[config.mk]
export PLATFORM = sky130hd
export DESIGN_NAME = drs_top
export DESIGN_NICKNAME = d
export VERILOG_FILES = /design/src/shared/drs_pkg.sv /design/src/drs_top.sv /design/src/drs_sync.sv
export SDC_FILE = /design/constraint.sdc
export NUM_CORES = 1
export LEC_CHECK = 0
export BUFFER_PORTS_ARGS = -buffer_cell sky130_fd_sc_hd__buf_2
export CAP_MARGIN = 15
export CELL_PAD_IN_SITES_DETAIL_PLACEMENT = 1
export CELL_PAD_IN_SITES_GLOBAL_PLACEMENT = 1
export CORE_MARGIN = 1.5
export CORE_UTILIZATION = 40
export CTS_CLUSTER_SIZE = 24
export DETAILED_ROUTE_END_ITERATION = 16
export GPL_TIMING_DRIVEN = 0
export HOLD_SLACK_MARGIN = 0.12
export PLACE_DENSITY_LB_ADDON = 0.3
export SETUP_SLACK_MARGIN = 0.3
export SKIP_CTS_REPAIR_TIMING = 1
export SLEW_MARGIN = 5
export SYNTH_ARGS = -nofsm -noshare
export SYNTH_HDL_FRONTEND = slang
export SYNTH_SLANG_ARGS = --single-unit
[constraint.sdc]
create_clock -name sys_clk -period 2.8 [get_ports sys_clk]
set_input_delay 0.56 -clock sys_clk [delete_from_list [all_inputs] [get_ports sys_clk]]
set_output_delay 0.56 -clock sys_clk [all_outputs]
set_load 0.01 [all_outputs]
[src/shared/drs_pkg.sv]
// Purpose: Shared constants and types for the display reset sequencer
// Assumes: 100 MHz system clock
// Notes:   Times are kept in their own units; cycle counts derive from them
package drs_pkg;
    localparam int unsigned CLK_MHZ        = 100;
    localparam int unsigned CLK_KHZ        = 100000;
    // Spike filter limits in microseconds
    localparam int unsigned REJECT_US      = 5;
    localparam int unsigned FULL_US        = 9;
    // Cancel periods in milliseconds
    localparam int unsigned CANCEL_SLEEP_MS = 5;
    localparam int unsigned CANCEL_AWAKE_MS = 120;
    // Cycle counts are exact products of time and clock rate, no rounding
    localparam int unsigned REJECT_CYC     = REJECT_US * CLK_MHZ;
    localparam int unsigned FULL_CYC       = FULL_US * CLK_MHZ;
    localparam int unsigned CANCEL_SLEEP_CYC = CANCEL_SLEEP_MS * CLK_KHZ;
    localparam int unsigned CANCEL_AWAKE_CYC = CANCEL_AWAKE_MS * CLK_KHZ;
    localparam int unsigned RELOAD_WORDS   = 8;
    localparam int unsigned CNT_W          = 24;

    typedef enum logic [4:0] {
        DRS_RUN    = 5'h01,
        DRS_FILTER = 5'h02,
        DRS_HELD   = 5'h04,
        DRS_RELOAD = 5'h08,
        DRS_CANCEL = 5'h10
    } drs_state_t;

    // Reload port towards non-volatile storage and configuration registers
    typedef struct packed {
        logic       rd;
        logic [2:0] addr;
        logic       wr;
        logic [7:0] data;
    } drs_nvm_t;
endpackage

[src/drs_top.sv]
// Purpose: Hardware reset sequencer of the display controller
// Assumes: hw_reset_n comes from the host, asynchronous to sys_clk
// Notes:   NVM answers a read in the same cycle its strobe stands; reload is a fixed word list
//
// How it works
// - Ignore under 5us; reset beyond 9us
// - Reload NVM settings after every release
// - Blank display, then default state
// - Glitches inside reset are filtered too
// - Cancel 5ms asleep, 120ms awake
`timescale 1ns/10ps
module drs_top #(
    parameter int unsigned REJECT    = drs_pkg::REJECT_CYC,
    parameter int unsigned FULL      = drs_pkg::FULL_CYC,
    parameter int unsigned CAN_SLEEP = drs_pkg::CANCEL_SLEEP_CYC,
    parameter int unsigned CAN_AWAKE = drs_pkg::CANCEL_AWAKE_CYC
) (
    // Clock and reset
    input  wire logic        sys_clk,
    input  wire logic        sys_rst,
    // Host reset pin
    input  wire logic        hw_reset_n,
    // Core status
    input  wire logic        sleep_mode,
    // NVM read data
    input  wire logic [7:0]  nvm_data,
    // Outputs
    output drs_pkg::drs_nvm_t nvm,
    output logic             blank,
    output logic             core_reset,
    output logic             ready
);
    // The counters must hold the longest cancel period; a zero reject time has no meaning
    if (REJECT == 0 || FULL < REJECT || CAN_SLEEP == 0
        || CAN_AWAKE >= (1 << drs_pkg::CNT_W) || CAN_SLEEP > CAN_AWAKE) begin : g_bad_timing
        $error("drs_top: bad timing parameters");
    end

    typedef struct packed {
        drs_pkg::drs_state_t     st;
        logic [drs_pkg::CNT_W-1:0] cnt;
        logic [drs_pkg::CNT_W-1:0] lowcnt;
        logic                    awake;
        logic [3:0]              idx;
        drs_pkg::drs_nvm_t       nvm;
        logic                    blank;
        logic                    core_reset;
        logic                    ready;
    } drs_regs_t;

    drs_regs_t r;
    drs_regs_t next_r;
    logic      pin_lvl;

    drs_sync u_sync (
        .sys_clk (sys_clk),
        .sys_rst (sys_rst),
        .pin     (hw_reset_n),
        .level   (pin_lvl)
    );

    always_comb begin
        next_r        = r;
        next_r.nvm.rd = 1'b0;
        next_r.nvm.wr = 1'b0;
        // Low time counter, saturating
        if (!pin_lvl) begin
            if (r.lowcnt != {drs_pkg::CNT_W{1'b1}})
                next_r.lowcnt = r.lowcnt + 1'b1;
        end else begin
            next_r.lowcnt = '0;
        end
        unique case (r.st)
            drs_pkg::DRS_RUN: begin
                // Mode at the first low picks the cancel length
                if (!pin_lvl) begin
                    next_r.st    = drs_pkg::DRS_FILTER;
                    next_r.awake = !sleep_mode;
                end
            end
            drs_pkg::DRS_FILTER: begin
                // Short spikes while ready return to normal operation untouched
                if (pin_lvl && r.lowcnt < REJECT[drs_pkg::CNT_W-1:0]) begin
                    if (r.ready) begin
                        next_r.st = drs_pkg::DRS_RUN;
                    end else begin
                        // A spike cut the reload or cancel; redo both, never stall not ready
                        next_r.st  = drs_pkg::DRS_RELOAD;
                        next_r.cnt = '0;
                        next_r.idx = '0;
                    end
                end else if (r.lowcnt >= REJECT[drs_pkg::CNT_W-1:0]) begin
                    // Between limits we start reset; beyond FULL it is certain
                    next_r.st         = drs_pkg::DRS_HELD;
                    // Stale count from a past cancel would end the hold at once
                    next_r.cnt        = '0;
                    next_r.ready      = 1'b0;
                    next_r.blank      = 1'b1;
                    next_r.core_reset = 1'b1;
                end
            end
            drs_pkg::DRS_HELD: begin
                // A high spike shorter than REJECT is not a release
                if (pin_lvl) begin
                    if (r.cnt >= REJECT[drs_pkg::CNT_W-1:0] - 1) begin
                        next_r.st  = drs_pkg::DRS_RELOAD;
                        next_r.cnt = '0;
                        next_r.idx = '0;
                        next_r.core_reset = 1'b0;
                    end else begin
                        next_r.cnt = r.cnt + 1'b1;
                    end
                end else begin
                    next_r.cnt = '0;
                end
            end
            drs_pkg::DRS_RELOAD: begin
                next_r.cnt = r.cnt + 1'b1;
                // Issue reads, write back each word one cycle later
                if (r.idx != 4'(drs_pkg::RELOAD_WORDS))
                    next_r.nvm.rd = 1'b1;
                next_r.nvm.addr = r.idx[2:0];
                if (r.nvm.rd) begin
                    next_r.nvm.wr   = 1'b1;
                    next_r.nvm.data = nvm_data;
                end
                if (r.idx != 4'(drs_pkg::RELOAD_WORDS))
                    next_r.idx = r.idx + 1'b1;
                else if (!r.nvm.rd)
                    next_r.st = drs_pkg::DRS_CANCEL;
                if (!pin_lvl) begin
                    next_r.st = drs_pkg::DRS_FILTER;
                    next_r.lowcnt = '0;
                end
            end
            drs_pkg::DRS_CANCEL: begin
                // Reload cycles count toward the cancel limit, so it is not exceeded unless the limit is shorter than the reload
                next_r.cnt = r.cnt + 1'b1;
                // Awake entry needs the full blanking time
                if (r.cnt >= (r.awake ? CAN_AWAKE[drs_pkg::CNT_W-1:0]
                                      : CAN_SLEEP[drs_pkg::CNT_W-1:0]) - 1) begin
                    next_r.st    = drs_pkg::DRS_RUN;
                    next_r.ready = 1'b1;
                    next_r.awake = 1'b0;
                    // Default state after reset is sleep, panel stays blank
                end
                if (!pin_lvl)
                    next_r.st = drs_pkg::DRS_FILTER;
            end
            default: next_r.st = drs_pkg::DRS_RUN;
        endcase
    end

    always_ff @(posedge sys_clk) begin
        if (sys_rst) begin
            r            <= '0;
            r.st         <= drs_pkg::DRS_RUN;
            r.ready      <= 1'b1;
        end else begin
            r <= next_r;
        end
    end

    assign nvm        = r.nvm;
    assign blank      = r.blank;
    assign core_reset = r.core_reset;
    assign ready      = r.ready;

    short_spike_a: assert property (@(posedge sys_clk) disable iff (sys_rst)
        r.st == drs_pkg::DRS_FILTER && pin_lvl && r.lowcnt < REJECT && ready
        |=> r.st == drs_pkg::DRS_RUN && !core_reset)
        else $error("short pulse started a reset");
    long_pulse_a: assert property (@(posedge sys_clk) disable iff (sys_rst)
        !pin_lvl && r.lowcnt == FULL
        |=> core_reset)
        else $error("long pulse not taken");
    reset_blank_a: assert property (@(posedge sys_clk) disable iff (sys_rst)
        core_reset |-> blank && !ready)
        else $error("reset without blanking");
    reload_start_a: assert property (@(posedge sys_clk) disable iff (sys_rst)
        $rose(r.st == drs_pkg::DRS_RELOAD) |=> nvm.rd)
        else $error("reload did not start");
    glitch_hold_a: assert property (@(posedge sys_clk) disable iff (sys_rst)
        r.st == drs_pkg::DRS_HELD && !pin_lvl ##1 pin_lvl |=> core_reset)
        else $error("glitch released reset");
    ready_low_a: assert property (@(posedge sys_clk) disable iff (sys_rst)
        r.st inside {drs_pkg::DRS_RELOAD, drs_pkg::DRS_CANCEL} |-> !ready)
        else $error("ready during reload or cancel");
    cancel_end_a: assert property (@(posedge sys_clk) disable iff (sys_rst)
        $rose(ready) |-> $past(r.st) == drs_pkg::DRS_CANCEL)
        else $error("ready rose outside cancel");
    blank_set_a: assert property (@(posedge sys_clk) disable iff (sys_rst)
        $rose(core_reset) |-> blank && $past(r.st) == drs_pkg::DRS_FILTER)
        else $error("blank not raised with reset");
    spike_resume_a: assert property (@(posedge sys_clk) disable iff (sys_rst)
        r.st == drs_pkg::DRS_FILTER && pin_lvl && r.lowcnt < REJECT && !ready
        |=> r.st == drs_pkg::DRS_RELOAD && !core_reset && !ready)
        else $error("spike in cancel not resumed");
    reload_pair_a: assert property (@(posedge sys_clk) disable iff (sys_rst)
        nvm.rd && r.st == drs_pkg::DRS_RELOAD
        |=> nvm.wr && nvm.data == $past(nvm_data))
        else $error("reload read not written back");
    held_release_a: assert property (@(posedge sys_clk) disable iff (sys_rst)
        r.st == drs_pkg::DRS_HELD && pin_lvl && r.cnt < REJECT - 1
        |=> core_reset && r.st == drs_pkg::DRS_HELD)
        else $error("short high released reset");
    state_onehot_a: assert property (@(posedge sys_clk) disable iff (sys_rst)
        $onehot(r.st))
        else $error("state code not one-hot");
endmodule // drs_top

[src/drs_sync.sv]
// Purpose: Two-stage synchroniser for the reset pin
// Assumes: Single clock domain after this stage
// Notes:   First stage feeds only the second
`timescale 1ns/10ps
module drs_sync (
    // Clock and reset
    input  wire logic sys_clk,
    input  wire logic sys_rst,
    // Pin and synchronised level
    input  wire logic pin,
    output logic      level
);
    logic meta;
    always_ff @(posedge sys_clk) begin
        if (sys_rst) begin
            meta  <= 1'b1;
            level <= 1'b1;
        end else begin
            meta  <= pin;
            level <= meta;
        end
    end
endmodule // drs_sync

# Word level (Yosys, flattened, before mapping)
# Cells that the tools add are included.
[op_classes]
n_eq_ne = 21
bitwise = 2
div = 0
order_cmp = 4
muxes = 39
n_mul = 0
shifts = 0
add_sub_neg = 4
n_reduce_logical = 17
[ops]
columns = ["operator", "n"]
rows = [
  ["24-bit two-way mux", 8],
  ["24-bit one-hot mux with 3 select lines", 1],
  ["29-bit two-way mux", 2],
  ["24-bit by 1-bit adder with 24-bit output, second input constant", 2],
  ["24-bit by 9-bit >= comparator with 1-bit output, second input constant", 2],
  ["5-bit two-way mux", 8],
  ["24-bit by 32-bit >= comparator with 1-bit output", 1],
  ["5-bit one-hot mux with 5 select lines", 1],
  ["24-bit by 1-bit subtractor with 25-bit output, second input constant", 1],
  ["24-bit by 9-bit less-than comparator with 1-bit output, second input constant", 1],
  ["4-bit two-way mux", 6],
  ["24-bit != test, second input constant", 1],
  ["2-bit != test, second input constant", 8],
  ["3-bit != test, second input constant", 5],
  ["4-bit one-hot mux with 3 select lines", 1],
  ["9-bit two-way mux", 1],
  ["3-bit AND reduction", 3],
  ["7-bit AND reduction", 1],
  ["1-bit two-way mux", 6],
  ["1-bit one-hot mux with 2 select lines", 3],
  ["6-bit AND reduction", 1],
  ["2-bit nonzero test", 3],
  ["3-bit nonzero test", 2],
  ["5-bit by 1-bit equality test with 1-bit output, second input constant", 1],
  ["15 further kinds", 18],
]
[totals]
mem_bits_ro = 0
output_inout_bits = 16
elab_cells = 101
input_bits = 12
latchBits = 0
mem_count = 0
register_bits = 76
ram_bits = 0

# Longest topological paths before layout
[logic_depth]
ltp_word = 6
depth_mapped = 9
ltp_nobuf = 8

# Cells and area by module
# A second synthesis with hierarchy kept.
[hier_totals]
cells_unflattened = 499
hier_area_um2 = 4264.1
[by_module_without_submodules]
columns = ["module", "area_per_inst_um2", "seq_area_each_um2", "cells_each", "n_inst"]
rows = [
  ["drs_top", 4211.5, 1481.4, 495, 1],
  ["drs_sync", 52.6, 40.0, 4, 1],
]

# Worst setup path before layout
# OpenSTA, ideal clock, no wires.
[synth_timing]
path_kind = "reg-to-reg"
start = "reg r[69] (netlist name)"
end = "reg r[69] (netlist name)"
t_required_ns = 2.680
setup_ns = 0.120
setup_slack_ns = 0.558
path_buffers = 2
arrival_ns = 2.123
stages_incl_launch_ff = 9
period_less_slack_ns = 2.242
path_cell_list = "dfxtp_1 -> or4b_1 -> buf_4 -> or3b_1 -> buf_2 -> nand4b_1 -> a22oi_1 -> a21boi_1 -> a211o_1"
[synth_via]
elab_chain_len = 3
word_cells_on_any_way = 14
classes_between = "12 x eq/ne; 1 x mux; 1 x reduce/logical"
[synth_rtl]
columns = ["element", "line_no", "source"]
rows = [
  ["start, declared", "drs_top.sv:51", "drs_regs_t r;"],
  ["start signal, assigned", "drs_top.sv:160", "r <= next_r;"],
  ["5-bit equality test (tied with other cells)", "drs_top.sv:73", "unique case (r.st)"],
  ["3-bit != test (no line) (tied with other cells)", "-", ""],
  ["7-bit AND reduction (no line)", "-", ""],
]
# Parallel ways exist; a longest one is shown, timed or not.
# A chain may end at the register's enable or synchronous reset.

# Worst setup path in the final report
# Same ends and word-level chain as after synthesis.

==> impl_metrics.py <==
metrics = {
    "floorplanning": {
        "design.core.area_mm2": 0.00991,
        "die_h_um": 105,
        "floorplan.initialDensity": 0.419,
        "core.rowCount": 36,
        "die_width_um": 105,
        "design.portCount": 28,
        "die_outline_area_mm2": 0.0110,
    },
    "setup_path": {
        "crit_path_start": "r[69]",
        "crit_type": "reg -> reg",
        "worstPathMaxFanout": 10,
        "reg2regPathDepth": 8,
        "start_kind": "flop",
        "ff2ff_setup_slack_ps": 380,
        "cp-end-kind": "flop",
        "worst_ep_arrival_time_ps": 2690,
        "worst_r2r_startpoint": "r[69]",
        "worstSetupEndpoint": "r[69]",
        "rr_endpoint": "r[69]",
        "crit_required_ps": 3070,
    },
    "sta": {
        "layout_worst_path_cycle_share": 0.864,
        "final_max_slew_viol_count": 0,
        "skew_ps": 13.2,
        "finalHoldViolations": 0,
        "totalNegativeSetupSlack_ps": 0,
        "timing.max_slew.rel_slack": 0.620,
        "max_slew.worst_pin.slew_ps": 570,
        "finalSetupViolCount": 0,
        "fin_ws_ps": 382,
        "rsz0062_at_grt": "false",
        "finalHoldWorstSlack_ps": 364,
        "layout_min_cycle_time_ps": 2420,
        "fmaxAchievable_ghz": 0.414,
    },
    "detailed_routing": {
        "finalWirelength_mm": 11.5,
        "drc": 0,
        "via_total_after_detailed_routing": 3800,
        "avgRoutedWirePerCell_um": 17.0,
        "route.detailed.vias_per_inst": 5.62,
        "number_of_nets_with_antenna_violations_after_detailed_routing": 0,
        "first_iteration_detailed_routing_drc_count": 111,
        "detail_route.first_pass.iterations": 4,
    },
    "finish": {
        "fill_cells": 1212,
        "postLayoutCoreUtil": 0.485,
        "post_route_cells_drive_above_1_share": 0.192,
        "antenna_cells": 0,
        "area_growth_pct": 15.9,
        "layout.nets": 568,
    },
    "grt": {
        "grt_max_degree": 13,
        "antenna_found_initial": 0,
        "globalRouteTotalUtil": 0.214,
        "grt_pass1_vias": 3980,
        "global_route_wire_length_before_repair_mm": 19.0,
        "leftover_overflow_at_the_end_of_global_routing": 0,
    },
    "power_and_ir_drop": {
        "static-leakage-power_uw": 0.00167,
        "max-vdd-ir-drop_mv": 0.251,
        "power.density_cell_area_mw_per_mm2": 441,
    },
    "synthesis": {
        "synth_enable_flop_cells": 0,
        "ys_seq_elements": 76,
        "netlist_instances": 495,
        "async_reset_ff_frac": 0,
        "synth.yosys.seq_area_share": 0.367,
        "yosysUniqueCellTypes": 63,
        "mapped_avg_cell_area_um2": 8.38,
        "synth.cell_area_mm2": 0.00415,
        "ys_warn_count": 0,
        "dominantRegCellSynth": "sky130_fd_sc_hd__dfxtp_1",
        "synth.net_count": 524,
    },
    "clock_tree": {
        "cts_num_sinks": 76,
        "numCtsBuffers": 9,
        "clock_tree_from_tritoncts": "done",
        "cts.path.max_buffers": 2,
        "path_clk_slew_ps": 80,
        "ctsRootBufferMaster": "sky130_fd_sc_hd__clkbuf_8",
        "htree_num_levels": 3,
        "worstSkewPairLatency_ps": 380,
    },
    "hold_path": {
        "worstHoldPathCells": 2,
        "worstHoldStart": "hw_reset_n",
        "timing.hold.worst.class": "in -> reg",
    },
    "run": {
        "max_cap_violations": 0,
    },
    "place": {
        "gp_routability_congestion": 0.802,
        "dpl.hpwl_mm": 8.01,
        "port_buffers": 26,
        "dp_slack_ps": 110,
    },
    "outcome": {
        "run_status": "complete, no violations",
    },
}
power by group:
group	internal [uW]	switching (uW)	leakage [uW]
Combinational	25.5	43.9	0.000949
Clock	522	440	0.000109
Sequential	1080	5.44	0.000614
synth_stat cells, types with 3 or more instances:
library cell	count	area share
sky130_fd_sc_hd__ha_1	17	0.051
sky130_fd_sc_hd__o21bai_1	3	0.0054
sky130_fd_sc_hd__or2_2	6	0.0091
sky130_fd_sc_hd__nand2_1	31	0.028
sky130_fd_sc_hd__o21ai_0	17	0.021
sky130_fd_sc_hd__o2111ai_1	5	0.011
sky130_fd_sc_hd__nor4_1	18	0.027
sky130_fd_sc_hd__xor2_1	10	0.021
sky130_fd_sc_hd__nor3b_1	3	0.0054
sky130_fd_sc_hd__a21oi_1	31	0.037
sky130_fd_sc_hd__dfxtp_1	76	0.37
sky130_fd_sc_hd__nor2b_1	3	0.0045
sky130_fd_sc_hd__and2_1	6	0.0091
sky130_fd_sc_hd__nor4b_1	4	0.0084
sky130_fd_sc_hd__xnor2_1	22	0.046
sky130_fd_sc_hd__nor3_1	14	0.017
sky130_fd_sc_hd__a31oi_1	3	0.0045
sky130_fd_sc_hd__clkbuf_1	20	0.018
sky130_fd_sc_hd__inv_1	15	0.014
sky130_fd_sc_hd__mux2i_1	4	0.0097
sky130_fd_sc_hd__o211ai_1	5	0.0091
sky130_fd_sc_hd__and3_1	4	0.0060
sky130_fd_sc_hd__nand3_1	32	0.039
sky130_fd_sc_hd__nor2_1	52	0.047
sky130_fd_sc_hd__a211o_1	4	0.0084
sky130_fd_sc_hd__buf_4	14	0.025
sky130_fd_sc_hd__or3_1	9	0.014
sky130_fd_sc_hd__nand2b_1	5	0.0075
sky130_fd_sc_hd__buf_2	5	0.0060
sky130_fd_sc_hd__a311oi_1	6	0.013
sky130_fd_sc_hd__nand4_1	10	0.015
area by class of cell:
cell class | instances | area (um2) | share of cell area
inverters | 15 | 56.3 | 0.0117
clock buffers | 11 | 141 | 0.0294
plain buffers | 41 | 230 | 0.0479
multi-input cells | 363 | 2430 | 0.505
flip-flops and latches | 76 | 1530 | 0.318
repair buffers | 33 | 183 | 0.0380
clock inverters | 4 | 73.8 | 0.0154
well taps | 133 | 166 | 0.0346
metrics by stage:
step	total power, uW	std cells	cell area [um2]
floorplan	1150	495	4150
detailed placement	1180	654	4440
finish	2120	676	4810
global placement	1180	654	4440
global route	2190	676	4810
CTS	2130	669	4660
metal layers:
| metal | track usage | share of wire | vias up |
|---|---|---|---|
| met5 | 0 | 0 | - |
| met4 | 0.0793 | 0.020 | 0 |
| met3 | 0.0455 | 0.023 | 21 |
| met2 | 0.368 | 0.49 | 45 |
| met1 | 0.262 | 0.46 | 1860 |
| li1 | - | - | 1874 |
worst min-delay path by stage:
stage / end / slack, ps
2_1_floorplan: u_sync.level / 390
3_3_place_gp: u_sync.level / 400
3_5_place_dp: u_sync.level / 410
4_1_cts: u_sync.meta / 360
5_1_grt: u_sync.meta / 360
6_report: u_sync.meta / 360
cell families (layout without fill, tap and decap cells):
group                    Yosys count  after routing  share of synthesized area
multiplexers                       4              4                    0.00965
XOR/XNOR                          32             32                     0.0676
flip-flops                        76             76                      0.367
buffers and inverters             56            104                     0.0649
adder cells (fa/ha/maj)           17             17                     0.0513
AO/OA/AOI/OAI                     96             96                      0.158
AND/OR/NAND/NOR                  214            214                      0.282
worst max-delay path: stages (launching register included):
cell and delay (ps):
sky130_fd_sc_hd__dfxtp_4 380, sky130_fd_sc_hd__or4b_1 510, sky130_fd_sc_hd__buf_4 190, sky130_fd_sc_hd__or3b_1 370, sky130_fd_sc_hd__buf_4 180, sky130_fd_sc_hd__nand4b_1 110, sky130_fd_sc_hd__a22oi_1 110, sky130_fd_sc_hd__a21boi_2 200
sky130_fd_sc_hd__a211o_1 260
registers in the layout, indices dropped and copies added, names as in the netlist:
register and count:
ready 1, r 58, nvm 13, u_sync.level 1, core_reset 1, u_sync.meta 1, blank 1
placed cells by master (no fill, tap or decap), drive strengths merged, types with 5 or more instances in the layout:
master and n:
xor2 10, buf 54, a311oi 7, inv 15, nand3 32, nor2 53, xnor2 22, o211ai 5
clkbuf 31, and2 6, or3 9, or2 7, nor3 15, nand2 31, nand2b 5, dfxtp 76
a21oi 32, o2111ai 5, nand4 10, o21ai 17, ha 17, nor4 20
(Power assumes the default switching activity.)
